## config.mk

```make
export PLATFORM = sky130hd
export DESIGN_NAME = output_monitor_command_handler
export DESIGN_NICKNAME = d
export VERILOG_FILES = /design/src/out_monitor_pkg.sv /design/src/output_monitor_command_handler.sv
export SDC_FILE = /design/constraint.sdc
export NUM_CORES = 1
export LEC_CHECK = 0
export BUFFER_PORTS_ARGS = -buffer_cell sky130_fd_sc_hd__buf_2
export CORE_MARGIN = 2
export CORE_UTILIZATION = 35
export CTS_CLUSTER_SIZE = 20
export DETAILED_ROUTE_END_ITERATION = 8
export GPL_ROUTABILITY_DRIVEN = 1
export PLACE_DENSITY = 0.61
export RECOVER_POWER = 50
export SLEW_MARGIN = 20
export SYNTH_ARGS = -nofsm -noshare
export SYNTH_HDL_FRONTEND = slang
export SYNTH_SLANG_ARGS = --single-unit
```

## constraint.sdc

```tcl
create_clock -name clock -period 23.7 [get_ports clock]
set_input_delay 0 -clock clock [delete_from_list [all_inputs] [get_ports clock]]
set_output_delay 0 -clock clock [all_outputs]
set_load 0.05 [all_outputs]
```

## src/out_monitor_pkg.sv

```systemverilog
// Shared constants for the output monitor command handler
package out_monitor_pkg;
    // Command codes on the command port
    localparam logic [2:0] CMD_AMP_MON = 3'h0;
    localparam logic [2:0] CMD_MOD_MON = 3'h1;
    localparam logic [2:0] CMD_FORCE = 3'h2;
    localparam logic [2:0] CMD_FORCE_END = 3'h3;
    localparam logic [2:0] CMD_PROG_MON = 3'h4;
    localparam logic [2:0] CMD_STEP_MON = 3'h5;
    localparam logic [2:0] CMD_TIME_MON = 3'h6;
    localparam logic [3:0] FORCE_DIGITS = 4'h9;
    // Reply words, left aligned, ASCII
    localparam logic [55:0] NAME_AMP = 56'h4f555431000000;
    localparam logic [55:0] NAME_MOD = 56'h4f555432000000;
    localparam logic [55:0] NAME_PROG = 56'h504f5554000000;
    localparam logic [55:0] NAME_STEP = 56'h50474d53544550;
    localparam logic [55:0] NAME_TIME = 56'h455654494d4500;
    localparam logic [55:0] NAME_OK = 56'h4f4b0000000000;
    localparam logic [55:0] NAME_ERR = 56'h45353645000000;
    localparam logic [7:0] CH_ZERO = 8'h30;
    localparam logic [7:0] CH_SPACE = 8'h20;
    localparam logic [7:0] CH_EQUAL = 8'h3d;
    localparam logic [7:0] CH_CR = 8'h0d;
    localparam logic [7:0] CH_LF = 8'h0a;
    // Register byte offsets
    localparam logic [7:0] REG_CTRL = 8'h00;
    localparam logic [7:0] REG_STATUS = 8'h04;
    localparam logic [7:0] REG_MASK = 8'h08;
    localparam logic [7:0] REG_FORCE = 8'h0c;
    localparam logic [7:0] REG_EVENT_TIME = 8'h10;
    localparam logic [7:0] REG_STEP = 8'h14;
    localparam logic CTRL_RESET = 1'b1;
    localparam logic [1:0] STATUS_RESET = 2'h0;
    localparam logic [1:0] MASK_RESET = 2'h0;
    localparam logic [15:0] MS_MAX = 16'hffff;
    localparam int CLOCK_HZ = 10000000;
    localparam int MS_PER_SEC = 1000;
    localparam int MS_CYCLES = CLOCK_HZ / MS_PER_SEC;
    typedef enum logic [1:0] {ST_IDLE = 2'b01, ST_SEND = 2'b10} reply_state_t;
endpackage : out_monitor_pkg

```

## src/output_monitor_command_handler.sv

```systemverilog
// Output monitor and force command handler with AXI4-Lite registers
`timescale 1ns/100ps
module output_monitor_command_handler
    import out_monitor_pkg::*;
#(
    parameter int MS_TICKS = MS_CYCLES
)
(
    // Clock and reset
    input wire logic clock,
    input wire logic srst,
    // Command port
    input wire logic cmdValid,
    output logic cmdReady,
    input wire logic [2:0] cmdCode,
    input wire logic [3:0] cmdDigits,
    input wire logic [8:0] cmdBits,
    // Reply byte stream
    output logic txValid,
    input wire logic txReady,
    output logic [7:0] txData,
    // Amplifier output lines (pins), bit 0 alarm .. bit 6 code line 3
    input wire logic [6:0] ampLines,
    // Program engine
    input wire logic positioningDone,
    input wire logic [7:0] progOutputs,
    input wire logic [15:0] progStep,
    input wire logic eventWaitStart,
    input wire logic eventWaitActive,
    // Module output pins, bit 0 positioning done, bits 8:1 prog outputs
    output logic [8:0] moduleOut,
    // Interrupt
    output logic irq,
    // AXI4-Lite slave
    input wire logic [7:0] s_axi_awaddr,
    input wire logic s_axi_awvalid,
    output logic s_axi_awready,
    input wire logic [31:0] s_axi_wdata,
    input wire logic [3:0] s_axi_wstrb,
    input wire logic s_axi_wvalid,
    output logic s_axi_wready,
    output logic [1:0] s_axi_bresp,
    output logic s_axi_bvalid,
    input wire logic s_axi_bready,
    input wire logic [7:0] s_axi_araddr,
    input wire logic s_axi_arvalid,
    output logic s_axi_arready,
    output logic [31:0] s_axi_rdata,
    output logic [1:0] s_axi_rresp,
    output logic s_axi_rvalid,
    input wire logic s_axi_rready
);
    reply_state_t state_reg;
    logic [6:0] ampMeta_reg, ampSync_reg;
    logic [2:0] code_reg;
    logic errReply_reg;
    logic [15:0] snap_reg;
    logic [4:0] idx_reg;
    logic forceOn_reg;
    logic [8:0] forceVal_reg, moduleOut_reg;
    logic [15:0] msCount_reg;
    logic [13:0] tick_reg;
    logic outEnable_reg;
    logic [1:0] status_reg, mask_reg;
    logic bvalid_reg, rvalid_reg;
    logic [1:0] bresp_reg, rresp_reg;
    logic [31:0] rdata_reg;

    // Two flops on the amplifier pins, only the second is read
    always_ff @(posedge clock)
    begin
        ampMeta_reg <= srst ? 7'h00 : ampLines;
        ampSync_reg <= srst ? 7'h00 : ampMeta_reg;
    end

    // Command acceptance and decode
    wire cmdTake = cmdValid & cmdReady;
    wire forceShort = (cmdCode == CMD_FORCE) && (cmdDigits < FORCE_DIGITS);
    wire cmdBad = forceShort || (cmdCode == 3'h7);
    wire forceApply = cmdTake && (cmdCode == CMD_FORCE) && !forceShort;
    wire forceRelease = cmdTake && (cmdCode == CMD_FORCE_END);
    wire [8:0] normalOut = {progOutputs, positioningDone};
    assign cmdReady = (state_reg == ST_IDLE);

    // Snapshot of the monitored value at acceptance
    wire [15:0] snapNext =
        (cmdCode == CMD_AMP_MON) ? {9'h000, ampSync_reg} :
        (cmdCode == CMD_MOD_MON) ? {7'h00, moduleOut_reg} :
        (cmdCode == CMD_PROG_MON) ? {8'h00, progOutputs} :
        (cmdCode == CMD_STEP_MON) ? progStep :
        (cmdCode == CMD_TIME_MON) ? msCount_reg : 16'h0000;

    // Reply layout: name, separator, field, CR LF
    wire isAck = errReply_reg || (code_reg == CMD_FORCE) || (code_reg == CMD_FORCE_END);
    wire isDec = (code_reg == CMD_STEP_MON) || (code_reg == CMD_TIME_MON);
    wire [55:0] nameWord =
        errReply_reg ? NAME_ERR :
        isAck ? NAME_OK :
        (code_reg == CMD_AMP_MON) ? NAME_AMP :
        (code_reg == CMD_MOD_MON) ? NAME_MOD :
        (code_reg == CMD_PROG_MON) ? NAME_PROG :
        (code_reg == CMD_STEP_MON) ? NAME_STEP : NAME_TIME;
    wire [4:0] nameLen =
        errReply_reg ? 5'd4 : isAck ? 5'd2 :
        (code_reg == CMD_STEP_MON) ? 5'd7 : (code_reg == CMD_TIME_MON) ? 5'd6 : 5'd4;
    wire [4:0] sepLen = isAck ? 5'd0 : (code_reg == CMD_PROG_MON) ? 5'd1 : 5'd3;
    wire [4:0] fieldLen =
        isAck ? 5'd0 : isDec ? 5'd5 : (code_reg == CMD_MOD_MON) ? 5'd9 : 5'd8;
    wire [4:0] fieldStart = nameLen + sepLen;
    wire [4:0] crPos = fieldStart + fieldLen;
    wire [4:0] sepOff = idx_reg - nameLen;
    wire [4:0] fieldOff = idx_reg - fieldStart;
    wire [4:0] bitPos = fieldLen - 5'd1 - fieldOff;

    function automatic logic [19:0] toBcd(input logic [15:0] bin);
        logic [19:0] bcd;
        bcd = 20'h00000;
        for (int i = 15; i >= 0; i--)
        begin
            for (int d = 0; d < 5; d++)
            begin
                if (bcd[d*4 +: 4] > 4'd4)
                    bcd[d*4 +: 4] = bcd[d*4 +: 4] + 4'd3;
            end
            bcd = {bcd[18:0], bin[i]};
        end
        return bcd;
    endfunction : toBcd

    wire [19:0] bcdVal = toBcd(snap_reg);
    wire [55:0] nameShift = nameWord << {idx_reg, 3'b000};
    wire [19:0] bcdShift = bcdVal << {fieldOff, 2'b00};
    wire [7:0] binChar = CH_ZERO | {7'h00, snap_reg[bitPos[3:0]]};
    wire [7:0] decChar = CH_ZERO + {4'h0, bcdShift[19:16]};
    wire [7:0] sepChar = (sepLen == 5'd3 && sepOff == 5'd1) ? CH_EQUAL : CH_SPACE;
    wire [7:0] curChar =
        (idx_reg < nameLen) ? nameShift[55:48] :
        (idx_reg < fieldStart) ? sepChar :
        (idx_reg < crPos) ? (isDec ? decChar : binChar) :
        (idx_reg == crPos) ? CH_CR : CH_LF;
    wire lastChar = (idx_reg == crPos + 5'd1);
    wire txFire = txValid & txReady;

    // Reply sequencer
    always_ff @(posedge clock)
    begin
        if (srst)
        begin
            state_reg <= ST_IDLE;
            code_reg <= 3'h0;
            errReply_reg <= 1'b0;
            snap_reg <= 16'h0000;
            idx_reg <= 5'h00;
            txData <= 8'h00;
        end
        else
        begin
            unique case (state_reg)
                ST_IDLE:
                begin
                    if (cmdTake)
                    begin
                        state_reg <= ST_SEND;
                        code_reg <= cmdCode;
                        errReply_reg <= cmdBad;
                        snap_reg <= snapNext;
                        idx_reg <= 5'h00;
                    end
                end
                ST_SEND:
                begin
                    if (txFire)
                        idx_reg <= idx_reg + 5'd1;
                    if (txFire && lastChar)
                        state_reg <= ST_IDLE;
                end
            endcase
            txData <= curChar;
        end
    end
    // Data register trails the index by a cycle, so the host leaves a cycle between bytes
    assign txValid = (state_reg == ST_SEND);

    // Force state and module output pins
    always_ff @(posedge clock)
    begin
        if (srst)
        begin
            forceOn_reg <= 1'b0;
            forceVal_reg <= 9'h000;
            moduleOut_reg <= 9'h000;
        end
        else
        begin
            if (forceApply)
            begin
                forceOn_reg <= 1'b1;
                forceVal_reg <= cmdBits;
            end
            else if (forceRelease)
                forceOn_reg <= 1'b0;
            moduleOut_reg <= !outEnable_reg ? 9'h000 : forceOn_reg ? forceVal_reg : normalOut;
        end
    end
    assign moduleOut = moduleOut_reg;

    // Event timer in ms, restart wins over counting
    wire msTick = (tick_reg == 14'(MS_TICKS - 1));
    always_ff @(posedge clock)
    begin
        if (srst || eventWaitStart)
        begin
            tick_reg <= 14'h0000;
            msCount_reg <= 16'h0000;
        end
        else if (eventWaitActive)
        begin
            tick_reg <= msTick ? 14'h0000 : tick_reg + 14'd1;
            if (msTick && msCount_reg != MS_MAX)
                msCount_reg <= msCount_reg + 16'd1;
        end
    end

    // AXI4-Lite: address and data taken together, one outstanding each way
    wire wrTake = s_axi_awvalid & s_axi_wvalid & ~bvalid_reg;
    wire rdTake = s_axi_arvalid & ~rvalid_reg;
    wire wrLow = wrTake & s_axi_wstrb[0];
    wire wrMapped = (s_axi_awaddr <= REG_STEP) && (s_axi_awaddr[1:0] == 2'b00);
    wire rdMapped = (s_axi_araddr <= REG_STEP) && (s_axi_araddr[1:0] == 2'b00);
    wire [1:0] events = {cmdTake & cmdBad, txFire & lastChar};
    wire [1:0] w1c = (wrLow && s_axi_awaddr == REG_STATUS) ? s_axi_wdata[1:0] : 2'h0;
    wire [31:0] rdMux =
        (s_axi_araddr == REG_CTRL) ? {31'h0, outEnable_reg} :
        (s_axi_araddr == REG_STATUS) ? {30'h0, status_reg} :
        (s_axi_araddr == REG_MASK) ? {30'h0, mask_reg} :
        (s_axi_araddr == REG_FORCE) ? {22'h0, forceOn_reg, forceVal_reg} :
        (s_axi_araddr == REG_EVENT_TIME) ? {16'h0, msCount_reg} :
        (s_axi_araddr == REG_STEP) ? {16'h0, progStep} : 32'h0;
    assign s_axi_awready = wrTake;
    assign s_axi_wready = wrTake;
    assign s_axi_arready = rdTake;

    always_ff @(posedge clock)
    begin
        if (srst)
        begin
            outEnable_reg <= CTRL_RESET;
            status_reg <= STATUS_RESET;
            mask_reg <= MASK_RESET;
            bvalid_reg <= 1'b0;
            bresp_reg <= 2'b00;
            rvalid_reg <= 1'b0;
            rresp_reg <= 2'b00;
            rdata_reg <= 32'h0;
        end
        else
        begin
            if (wrLow && s_axi_awaddr == REG_CTRL)
                outEnable_reg <= s_axi_wdata[0];
            if (wrLow && s_axi_awaddr == REG_MASK)
                mask_reg <= s_axi_wdata[1:0];
            // Set beats clear in the same cycle
            status_reg <= (status_reg & ~w1c) | events;
            if (wrTake)
            begin
                bvalid_reg <= 1'b1;
                bresp_reg <= wrMapped ? 2'b00 : 2'b10;
            end
            else if (s_axi_bready)
                bvalid_reg <= 1'b0;
            if (rdTake)
            begin
                rvalid_reg <= 1'b1;
                rresp_reg <= rdMapped ? 2'b00 : 2'b10;
                rdata_reg <= rdMux;
            end
            else if (s_axi_rready)
                rvalid_reg <= 1'b0;
        end
    end
    assign s_axi_bvalid = bvalid_reg;
    assign s_axi_bresp = bresp_reg;
    assign s_axi_rvalid = rvalid_reg;
    assign s_axi_rresp = rresp_reg;
    assign s_axi_rdata = rdata_reg;
    assign irq = |(status_reg & mask_reg);

    // Checks
    force_apply_a: assert property (@(posedge clock) disable iff (srst)
        forceApply |=> forceOn_reg && forceVal_reg == $past(cmdBits))
        else $error("force not applied");
    force_reject_a: assert property (@(posedge clock) disable iff (srst)
        cmdTake && forceShort |=> $stable(forceVal_reg) && $stable(forceOn_reg) && errReply_reg)
        else $error("short force changed outputs");
    force_release_a: assert property (@(posedge clock) disable iff (srst)
        forceRelease |=> !forceOn_reg ##1 (moduleOut == (outEnable_reg ? $past(normalOut) : 9'h000)))
        else $error("force not released");
    reply_start_a: assert property (@(posedge clock) disable iff (srst)
        cmdTake |=> txValid && idx_reg == 5'h00 && !cmdReady)
        else $error("reply did not start");
    amp_top_bit_a: assert property (@(posedge clock) disable iff (srst)
        txValid && code_reg == CMD_AMP_MON && !errReply_reg && idx_reg == fieldStart
        |-> curChar == CH_ZERO)
        else $error("amp bit 7 not zero");
    prog_sep_a: assert property (@(posedge clock) disable iff (srst)
        txValid && code_reg == CMD_PROG_MON && idx_reg == 5'd4 |-> curChar == CH_SPACE)
        else $error("prog monitor separator wrong");
    line_end_a: assert property (@(posedge clock) disable iff (srst)
        txFire && idx_reg == crPos |=> curChar == CH_LF && lastChar)
        else $error("line end wrong");
    ms_restart_a: assert property (@(posedge clock) disable iff (srst)
        eventWaitStart |=> msCount_reg == 16'h0000)
        else $error("event timer not restarted");
    ms_saturate_a: assert property (@(posedge clock) disable iff (srst)
        msCount_reg == MS_MAX && !eventWaitStart |=> msCount_reg == MS_MAX)
        else $error("event timer wrapped");
    time_snap_a: assert property (@(posedge clock) disable iff (srst)
        cmdTake && cmdCode == CMD_TIME_MON |=> snap_reg == $past(msCount_reg))
        else $error("event time snapshot wrong");
    irq_level_a: assert property (@(posedge clock) disable iff (srst)
        (events & mask_reg) != 2'h0 && !(wrLow && s_axi_awaddr == REG_MASK) |=> irq)
        else $error("irq level wrong");
    force_cov: cover property (@(posedge clock) forceApply ##[1:300] forceRelease);
    error_cov: cover property (@(posedge clock) cmdTake && forceShort);
    decimal_cov: cover property (@(posedge clock) txFire && lastChar && isDec);
endmodule : output_monitor_command_handler

```

* After elaboration in Yosys (flattened, before gate mapping)
Cells that the tools add are included.
W data, S select, Z words.
** Cells by class
- Bitwise operators :: 15
- Equality and inequality tests :: 31
- Mux-type cells :: 86
- Shift operators :: 2
- Magnitude comparators :: 42
- Add/sub/neg operators :: 46
- Reductions and logical operators :: 33
** Operator list (number)
- $mux W53 :: 6
- $mux W16 :: 11
- $mux W4 :: 36
- $add A4 B2 Y4 const B :: 30
- $gt A4 B3 Y1 const B :: 30
- $shl A55 B8 Y56 :: 1
- $eq A8 B4 Y1 const B :: 3
- $eq A3 B3 Y1 const B :: 7
- $mux W7 :: 3
- $shl A20 B7 Y20 :: 1
- $mux W2 :: 9
- $add A16 B1 Y16 const B :: 1
- $add A3 B2 Y4 const B :: 4
- $eq A8 B3 Y1 const B :: 2
- $eq A8 B5 Y1 const B :: 2
- $le A8 B5 Y1 const B :: 2
- $logic_not A8 Y1 :: 2
- $ne A16 B16 Y1 const B :: 1
- $gt A3 B3 Y1 const B :: 5
- $mux W5 :: 3
- $add A14 B1 Y14 const B :: 1
- $eq A14 B14 Y1 const B :: 1
- $mux W14 :: 1
- $eq A3 B2 Y1 const B :: 4
- other kinds (40) :: 89
** Storage, ports and cells
- Logic and storage cells :: 276
- Output and inout port bits :: 61
- Bits of input ports :: 111
- Register bits :: 141

* Longest topological paths before layout
Gate-level depths: netlist of run 1.
- Depth after elaboration :: 32
- Depth in mapped cells :: 52

* Worst setup path after synthesis of run 1
OpenSTA, ideal clock, no wires.
- Kind :: flip-flop to flip-flop
- From :: reg snap_reg[13]
- To :: reg txData[2]
- Path slack :: 14414 ps
- Clock period less this slack :: 9286 ps
- Path buffers :: 6
- Cell stages (with the launch flop) :: 53
- Arrival time :: 9227 ps
- Path through :: dfxtp_1 > buf_6 > inv_1 > ha_1 > inv_1 > ha_1 > buf_4 > nor2b_2 > a2111oi_4 > a21o_1 > buf_6 > buf_6 > a32oi_1 > o221a_1 > a31o_1 > buf_2 > nor2_1 > a211oi_1 > [17 not listed] > mux2i_1 > inv_1 > ha_1 > or4_4 > nand2_1 > inv_1 > ha_1 > nand3_1 > a21oi_1 > nor4_1 > nand2_1 > xnor2_1 > inv_1 > ha_1 > o21ai_2 > mux2_2 > a21oi_1 > o31a_1
** On the way
- Word-level cells in the longest chain between the ends :: 32
- Elaborated cells on any way between the ends :: 111
** Ends and longest elaborated chain
- start: declaration :: RTL line output_monitor_command_handler.sv:57 : logic [15:0] snap_reg;
- start signal: assignment :: RTL line output_monitor_command_handler.sv:166 : snap_reg <= snapNext;
- $add A3 B2 Y4 or $gt A3 B3 Y1 (tied branches) :: RTL line output_monitor_command_handler.sv:123, output_monitor_command_handler.sv:122
- $mux W4 * :: RTL line output_monitor_command_handler.sv:122 : if (bcd[d*4 +: 4] > 4'd4)
- $add A4 B2 Y4 or $gt A4 B3 Y1 (tied branches) :: RTL line output_monitor_command_handler.sv:123, output_monitor_command_handler.sv:122
- $mux W4 :: RTL line output_monitor_command_handler.sv:122
- $add A4 B2 Y4 or $gt A4 B3 Y1 (tied branches) :: RTL line output_monitor_command_handler.sv:123, output_monitor_command_handler.sv:122
- $mux W4 :: RTL line output_monitor_command_handler.sv:122
- $add A4 B2 Y4, or another cell as far along :: RTL line output_monitor_command_handler.sv:123 : bcd[d*4 +: 4] = bcd[d*4 +: 4] + 4'd3;
- $mux W4 :: RTL line output_monitor_command_handler.sv:122
- [15 not listed]
- $mux W4 :: RTL line output_monitor_command_handler.sv:122
- $add A4 B2 Y4, or another cell as far along :: RTL line output_monitor_command_handler.sv:123
- $mux W4 or $mux W3 (tied branches) :: RTL line output_monitor_command_handler.sv:122
- $shl A20 B7 Y20 * :: RTL line output_monitor_command_handler.sv:132 : wire [19:0] bcdShift = bcdVal << {fieldOff, 2'b00};
- $add A6 B4 Y7 * :: RTL line output_monitor_command_handler.sv:134 : wire [7:0] decChar = CH_ZERO + {4'h0, bcdShift[19:16]};
- $mux W7 * (2 in a row) :: RTL line output_monitor_command_handler.sv:139 : (idx_reg < crPos) ? (isDec ? decChar : binChar) :
- $mux W7 * :: RTL line output_monitor_command_handler.sv:138 : (idx_reg < fieldStart) ? sepChar :
- $mux W8 * :: RTL line output_monitor_command_handler.sv:137 : (idx_reg < nameLen) ? nameShift[55:48] :
- end signal: assignment :: RTL line output_monitor_command_handler.sv:178 : txData <= curChar;
- end: declaration :: RTL line output_monitor_command_handler.sv:21 : output logic [7:0] txData,
Every way passes the cells marked *; elsewhere a longest branch is shown, timed or not.
A chain may end at the register's enable or synchronous reset.

* Worst setup path in the final report of run 1
Ends and elaborated chain as after synthesis.

==> results of run 1 <==
-- report_power, final --
part / internal [mW] / switching, mW / leakage [nW] / total, mW
logic: 0.151 / 0.221 / 4.06 / 0.371
registers: 0.211 / 0.00683 / 0.994 / 0.218
clock network: 0.190 / 0.0969 / 0.315 / 0.287
total: 0.552 / 0.325 / 5.37 / 0.876
-- through the flow --
stage / utilization (%) / hold slack (ps) / cell area, sq um / setup slack, ps / instances
2_1_floorplan: - / 128 / 12600 / 14410 / 1639
3_3_place_gp: 37.2 / 213 / 13200 / 12780 / 2104
3_5_place_dp: 37.2 / 216 / 13200 / 12640 / 2104
4_1_cts: 40.3 / 1.76 / 14300 / 12600 / 2180
5_1_grt: 40.2 / 47.7 / 14200 / 11380 / 2180
6_report: 40.2 / 10.2 / 14200 / 12450 / 2180
-- layout by cell type, fill, tap and decap left out, types with 21 or more instances in the layout --
cell           instances
nor2_1               169
dfxtp_1              122
nand2_1              117
a21oi_1               86
buf_2                 78
o21ai_0               68
ha_1                  63
inv_1                 58
mux2i_1               57
nor3_1                56
nand3_1               50
dlygate4sd3_1         44
clkbuf_1              43
xnor2_1               37
nor2b_1               33
a211oi_1              31
xor2_1                30
a22oi_1               28
a31oi_1               28
a22o_1                26
nand4_1               24
mux2_2                24
and3_1                24
nand2b_1              22
o211ai_1              21
-- routing by layer --
metal | routed length [microns] | up-vias | GRT usage, %
li1 | - | 6231 | -
met1 | 16200 | 5911 | 23.8
met2 | 17000 | 422 | 33.3
met3 | 1860 | 50 | 2.66
met4 | 764 | 0 | 6.18
met5 | 0 | - | 0
-- area by class of cell --
type | instances | area, sq um | area share (%)
Clock buffer | 22 | 494 | 3.48
Clock inverter | 10 | 161 | 1.14
Inverter | 61 | 229 | 1.61
Multi-Input combinational cell | 1337 | 9310 | 65.5
Sequential cell | 122 | 2440 | 17.2
Tap cell | 461 | 577 | 4.06
Timing Repair Buffer | 167 | 1010 | 7.08
-- worst max-delay path by stage --
stage                             from        end  slack, ps  depth (start not counted)
after detailed placement  snap_reg[13]  txData[2]      12640                         46
after floorplan           snap_reg[13]  txData[2]      14410                         52
after global routing      snap_reg[13]  txData[2]      11380                         46
final                     snap_reg[13]  txData[2]      12450                         46
after CTS                 snap_reg[13]  txData[2]      12600                         46
after global placement    snap_reg[13]  txData[2]      12780                         46
-- cells by family (layout without fill, tap and decap cells) --
group | Yosys count | count (layout) | synth area share (%)
AOI/OAI and AO/OA | 494 | 494 | 29.8
xor gates and xnor gates | 70 | 70 | 5.08
adders and majority gates | 67 | 67 | 6.87
buffers and inverters | 180 | 260 | 6.70
DFF | 122 | 122 | 19.5
muxes | 89 | 89 | 8.09
other | 1 | 19 | 0.0300
and+or+nand+nor | 598 | 598 | 23.9
-- worst min-delay path, delay by kind of cell --
family / cells / cell delay [ps]
AO/OA/AOI/OAI: 2 / 200
AND/OR/NAND/NOR: 1 / 90
buffers and inverters: 1 / 100
==> run metrics, run 1 <==
initial antenna violation count 0; CTS Root Cell clkbuf_16; cts hold-fix bufs 44; Synth top area share 19.5%; Num CTS Buffers 17; fin crit period 11250 ps; CTS clk-pin slew, worst paths 60 ps; Worst setup EP type flop; Area Overhead vs Synth 13.6%; # IOs 172; first-pass GRT wire length 58600 microns; ANT nets after route 0; post-CTS sizing 0; Relative slew margins -49.3%; Startpoint Class flop; Synth area leaders dfxtp_1 20%, ha_1 6.3%, nor2_1 5.1%; top_reg_cell synth dfxtp_1; final WL 35700 microns; pwr dens 61.6 mW/mm^2; max cap viols 2; largest net degree at the start of global routing 51; WP data arrival 11620 ps; final hold vios 0; chip width 193 microns; Clock Sinks 122; # diodes 0; hold path cells 4; Clock Path Buffers 2; initial DRC count 1074; VDD IR max 45.4 uV; Std-Cell Rows 69; share of cells above drive strength 1 12.0%; RSZ-0062 raised after global routing no; Setup Fix Bufs, Post-CTS 0; # nets final 1883; WP data required 24070 ps; Seq cells post-synth 122; vias per cell 5.79; worst r2r src snap_reg[13]; Setup Skew 9.33 ps; RePlAce Congestion 0.904; CTS tree built; async set or reset register ratio after synthesis 0%; syn_area_per_cell 7.72 sq um; status complete, but fails checks; WL/cell 16.4 microns; flop-to-flop setup slack 12450 ps; crit path kind reg2reg; Fillers 3702; Slew Limit Fails 87; Leak 5.37 nW; Port-buffer cells 119; library cells used by synthesis 116; gr ovfl total 0; Slowest cell on crit path a2bb2oi_2; Yosys top cell by area dfxtp_1; most frequent cells after synthesis 170 x nor2_1, 122 x dfxtp_1, 117 x nand2_1; Fmax 88.9 MHz; setup_tns 0 ps; Starting Density 35.4%; yosys warns 0; most common cell in the netlist nor2_1; Die Height 193 microns; Design Power 0.876 mW; final setup fails 0; CP top delay family compound AO/OA/AOI/OAI gates; critical hold path startpoint progStep[14]; crit path max fanout 24; post-DP HPWL 26900 microns; buffer and inverter count on the worst path 8; htree depth 4; r2r endpoint txData[2]; total track usage 19.0%; part of the cycle the worst path needs 47.5%; 1st-pass router iterations 7; die area 0.0373 sq mm; Max stage delay on crit path 820 ps; Hold WC Path Type in2reg; Core Area 0.0354 sq mm; vias in the first global route 11.9k; Cells after Synth 1621; clk_lat worst skew 420 ps; sequential share of the synthesized area 19.5%; via count 12.6k; failing checks max-capacitance violations, max-slew violations; WHS Endpoint snap_reg[14]; Worst Tran Pin Value 2240 ps; # DRC 0; number of synthesized flops with an enable pin 0; synthesized area 0.0125 sq mm; Worst Reg-to-Reg Cells 46
Note: power is estimated with default switching activity, not from simulation.
==> inputs of run 2 (changes only) <==
==> constraint.sdc (replaced) <==
create_clock -name clock -period 11.2 [get_ports clock]
set_input_delay 0 -clock clock [delete_from_list [all_inputs] [get_ports clock]]
set_output_delay 0 -clock clock [all_outputs]
set_load 0.05 [all_outputs]
==> run 2 against run 1 <==
  * Largest cell class unchanged
  * Worst hold slack gained 9.8 ps
  * Combinational power grew 110%
  * Die area is the same
  * Worst setup slack lost 12000 ps
  * The flow still finishes with violations (max-capacitance violations, max-slew violations)
  * Core utilization grew 0.62 points
  * Non-clock buffer count grew 10
  * Highest routed layer unchanged
  * Clock-buffer cell count shrank 4
==> run metrics, run 2 (same netlist as run 1, synthesis figures left out) <==
WL/cell 16.3 microns (-0.59%); post-DP HPWL 26800 microns (-0.11%); # diodes 0 (unchanged); Num CTS Buffers 17 (unchanged); RSZ-0062 raised after global routing no; final WL 35700 microns (about the same); Worst Tran Pin Value 3250 ps (+1010 ps); Max stage delay on crit path 580 ps (-240 ps); switching power 0.695 mW (+110%); pwr dens 132 mW/mm^2 (+110%); sequential cell fraction of total power 24.2% (-0.7 points); Leak 5.46 nW (+1.6%); WHS Endpoint mask_reg[1]; most frequent cells in the layout 170 x nor2_1, 122 x dfxtp_1, 117 x nand2_1; CP startpoint snap_reg[13]; Fillers 3638 (-1.7%); # IOs 172 (unchanged); failing checks max-capacitance violations, max-slew violations; chip width 193 microns (unchanged); combinational power share 41.3% (-1.1 points); Std-Cell Rows 69 (unchanged); fin crit period 10400 ps (-858 ps); Design Power 1.91 mW (+120%); initial antenna violation count 0 (unchanged); Setup Skew 8.13 ps (-1.20 ps); Sw Share 36.4% (-0.66 points); largest net degree at the start of global routing 77 (+51%); Relative slew margins -117% (-67 points); met2 usage 32.0% (-1.3 points); gr ovfl total 0 (unchanged); htree depth 4 (unchanged); met1 Usage GRT 24.4% (+0.60 points); VDD IR max 129 uV (+180%); r2r endpoint txData[2]; 1st-pass router iterations 5 (-2); crit path max fanout 14 (-42%); vias per cell 5.84 (+0.93%); # nets final 1894 (+0.58%); first-pass GRT wire length 58400 microns (-0.31%); share of cells above drive strength 1 12.6% (+0.56 points); Area Overhead vs Synth 15.4%; final worst slack 803 ps (-11640 ps); Worst Reg-to-Reg Cells 46 (unchanged); initial DRC count 1244 (+16%); die area 0.0373 sq mm (unchanged); RePlAce Congestion 0.883 (-2.3%); WP data required 11570 ps (-12500 ps); Fmax 96.2 MHz (+8.3%); total track usage 18.9% (-0.092 points); ANT nets after route 0 (unchanged); WP data arrival 10760 ps (-860 ps); crit-path most repeated cell inv_1; crit path kind reg2reg; final setup fails 0 (unchanged); most used routing layer met2; Die Height 193 microns (unchanged); max cap viols 1 (-1); Starting Density 35.4% (unchanged); flop-to-flop setup slack 800 ps (-11640 ps); Startpoint Class flop; final hold vios 0 (unchanged); Worst setup EP type flop; Hold WC Path Type in2reg; Clk pwr share 34.6% (+1.9 points); status complete, but fails checks; CTS tree built; Pint 1.22 mW (+120%); Slew Limit Fails 77 (-11%); Slowest cell on crit path or4_1; hold path cells 4 (unchanged); setup slack after placement 402 ps (-12240 ps); CTS clk-pin slew, worst paths 60 ps (about the same); setup_tns 0 ps (unchanged); Core Area 0.0354 sq mm (unchanged); CTS Root Cell clkbuf_16; Clock Path Buffers 2 (unchanged); via count 12.8k (+1.4%); worst r2r src snap_reg[13]; Port-buffer cells 119 (unchanged); clk_lat worst skew 420 ps (about the same); critical hold path startpoint s_axi_awaddr[2]; commonest non-fill, non-tap cell in the layout nor2_1; part of the cycle the worst path needs 92.8% (+45 points); vias in the first global route 11.8k (-0.96%); # DRC 0 (unchanged); Clock Sinks 122 (unchanged); met3 usage 2.81% (+0.14 points)
[run 2: changes by cell type in the layout (fill, tap and decap cells not counted), sizes merged]
cell,previous run,this run
inv,59,60
bufinv,4,7
clkbuf,65,61
a2bb2oi,4,5
clkinv,5,6
clkinvlp,3,2
dlygate4sd3,44,46
buf,80,88
[run 2: final cells by class]
class / instances / area (sq um) / share of cell area (%)
Clock buffer: 18 / 439 / 3.04
Sequential cell: 122 / 2440 / 16.9
Timing Repair Buffer: 177 / 1090 / 7.55
Tap cell: 461 / 577 / 3.99
Clock inverter: 14 / 265 / 1.84
Inverter: 61 / 229 / 1.59
Multi-Input combinational cell: 1338 / 9400 / 65.1
[run 2: worst max path at each step]
stage / cells after the start / slack, ps / end
finish: 46 / 800 / txData[2]
global route: 46 / 70 / txData[2]
CTS: 46 / 360 / txData[2]
detailed placement: 46 / 400 / txData[2]
global placement: 46 / 590 / txData[2]
floorplan: 52 / 1910 / txData[2]
[run 2: what timing repair did]
action                                 4_1_cts  5_1_grt
gates resized for setup                      0       13
endpoints found under the hold margin       50        0
hold buffers                                46        0
setup buffers                                0        4
setup endpoints to repair                    0        4
[run 2: power groups by stage]
stage / registers [mW] / logic [mW] / clock network (mW)
global placement: 0.471 / 0.747 / 0
detailed placement: 0.471 / 0.767 / 0
finish: 0.462 / 0.788 / 0.661
global route: 0.464 / 0.877 / 0.688
CTS: 0.461 / 0.786 / 0.669
floorplan: 0.482 / 0.611 / 0
[run 2: critical path, delay by kind of cell, from the launching register on]
family / cells / cell delay, ps
flops: 1 / 520
xor+xnor: 1 / 210
mux: 2 / 640
buf+inv: 8 / 770
simple gates: 11 / 3090
fa+ha+maj: 8 / 2020
compound gates: 16 / 3070
[run 2: per-layer routing]
layer,vias to the layer above,share of wire (%)
met3,66,5.5
met2,461,47
met4,0,2.5
met1,6010,45
met5,-,0
li1,6259,-
[run 2: stage by stage]
| step | area [sq um] | util [%] | hold WS, ps | std cells |
|---|---|---|---|---|
| 3_5_place_dp | 13200 | 37.3 | 221 | 2108 |
| 2_1_floorplan | 12600 | - | 128 | 1639 |
| 5_1_grt | 14400 | 40.8 | 33.5 | 2191 |
| 6_report | 14400 | 40.8 | 20.1 | 2191 |
| 4_1_cts | 14400 | 40.6 | 3.35 | 2186 |
| 3_3_place_gp | 13200 | 37.3 | 214 | 2108 |
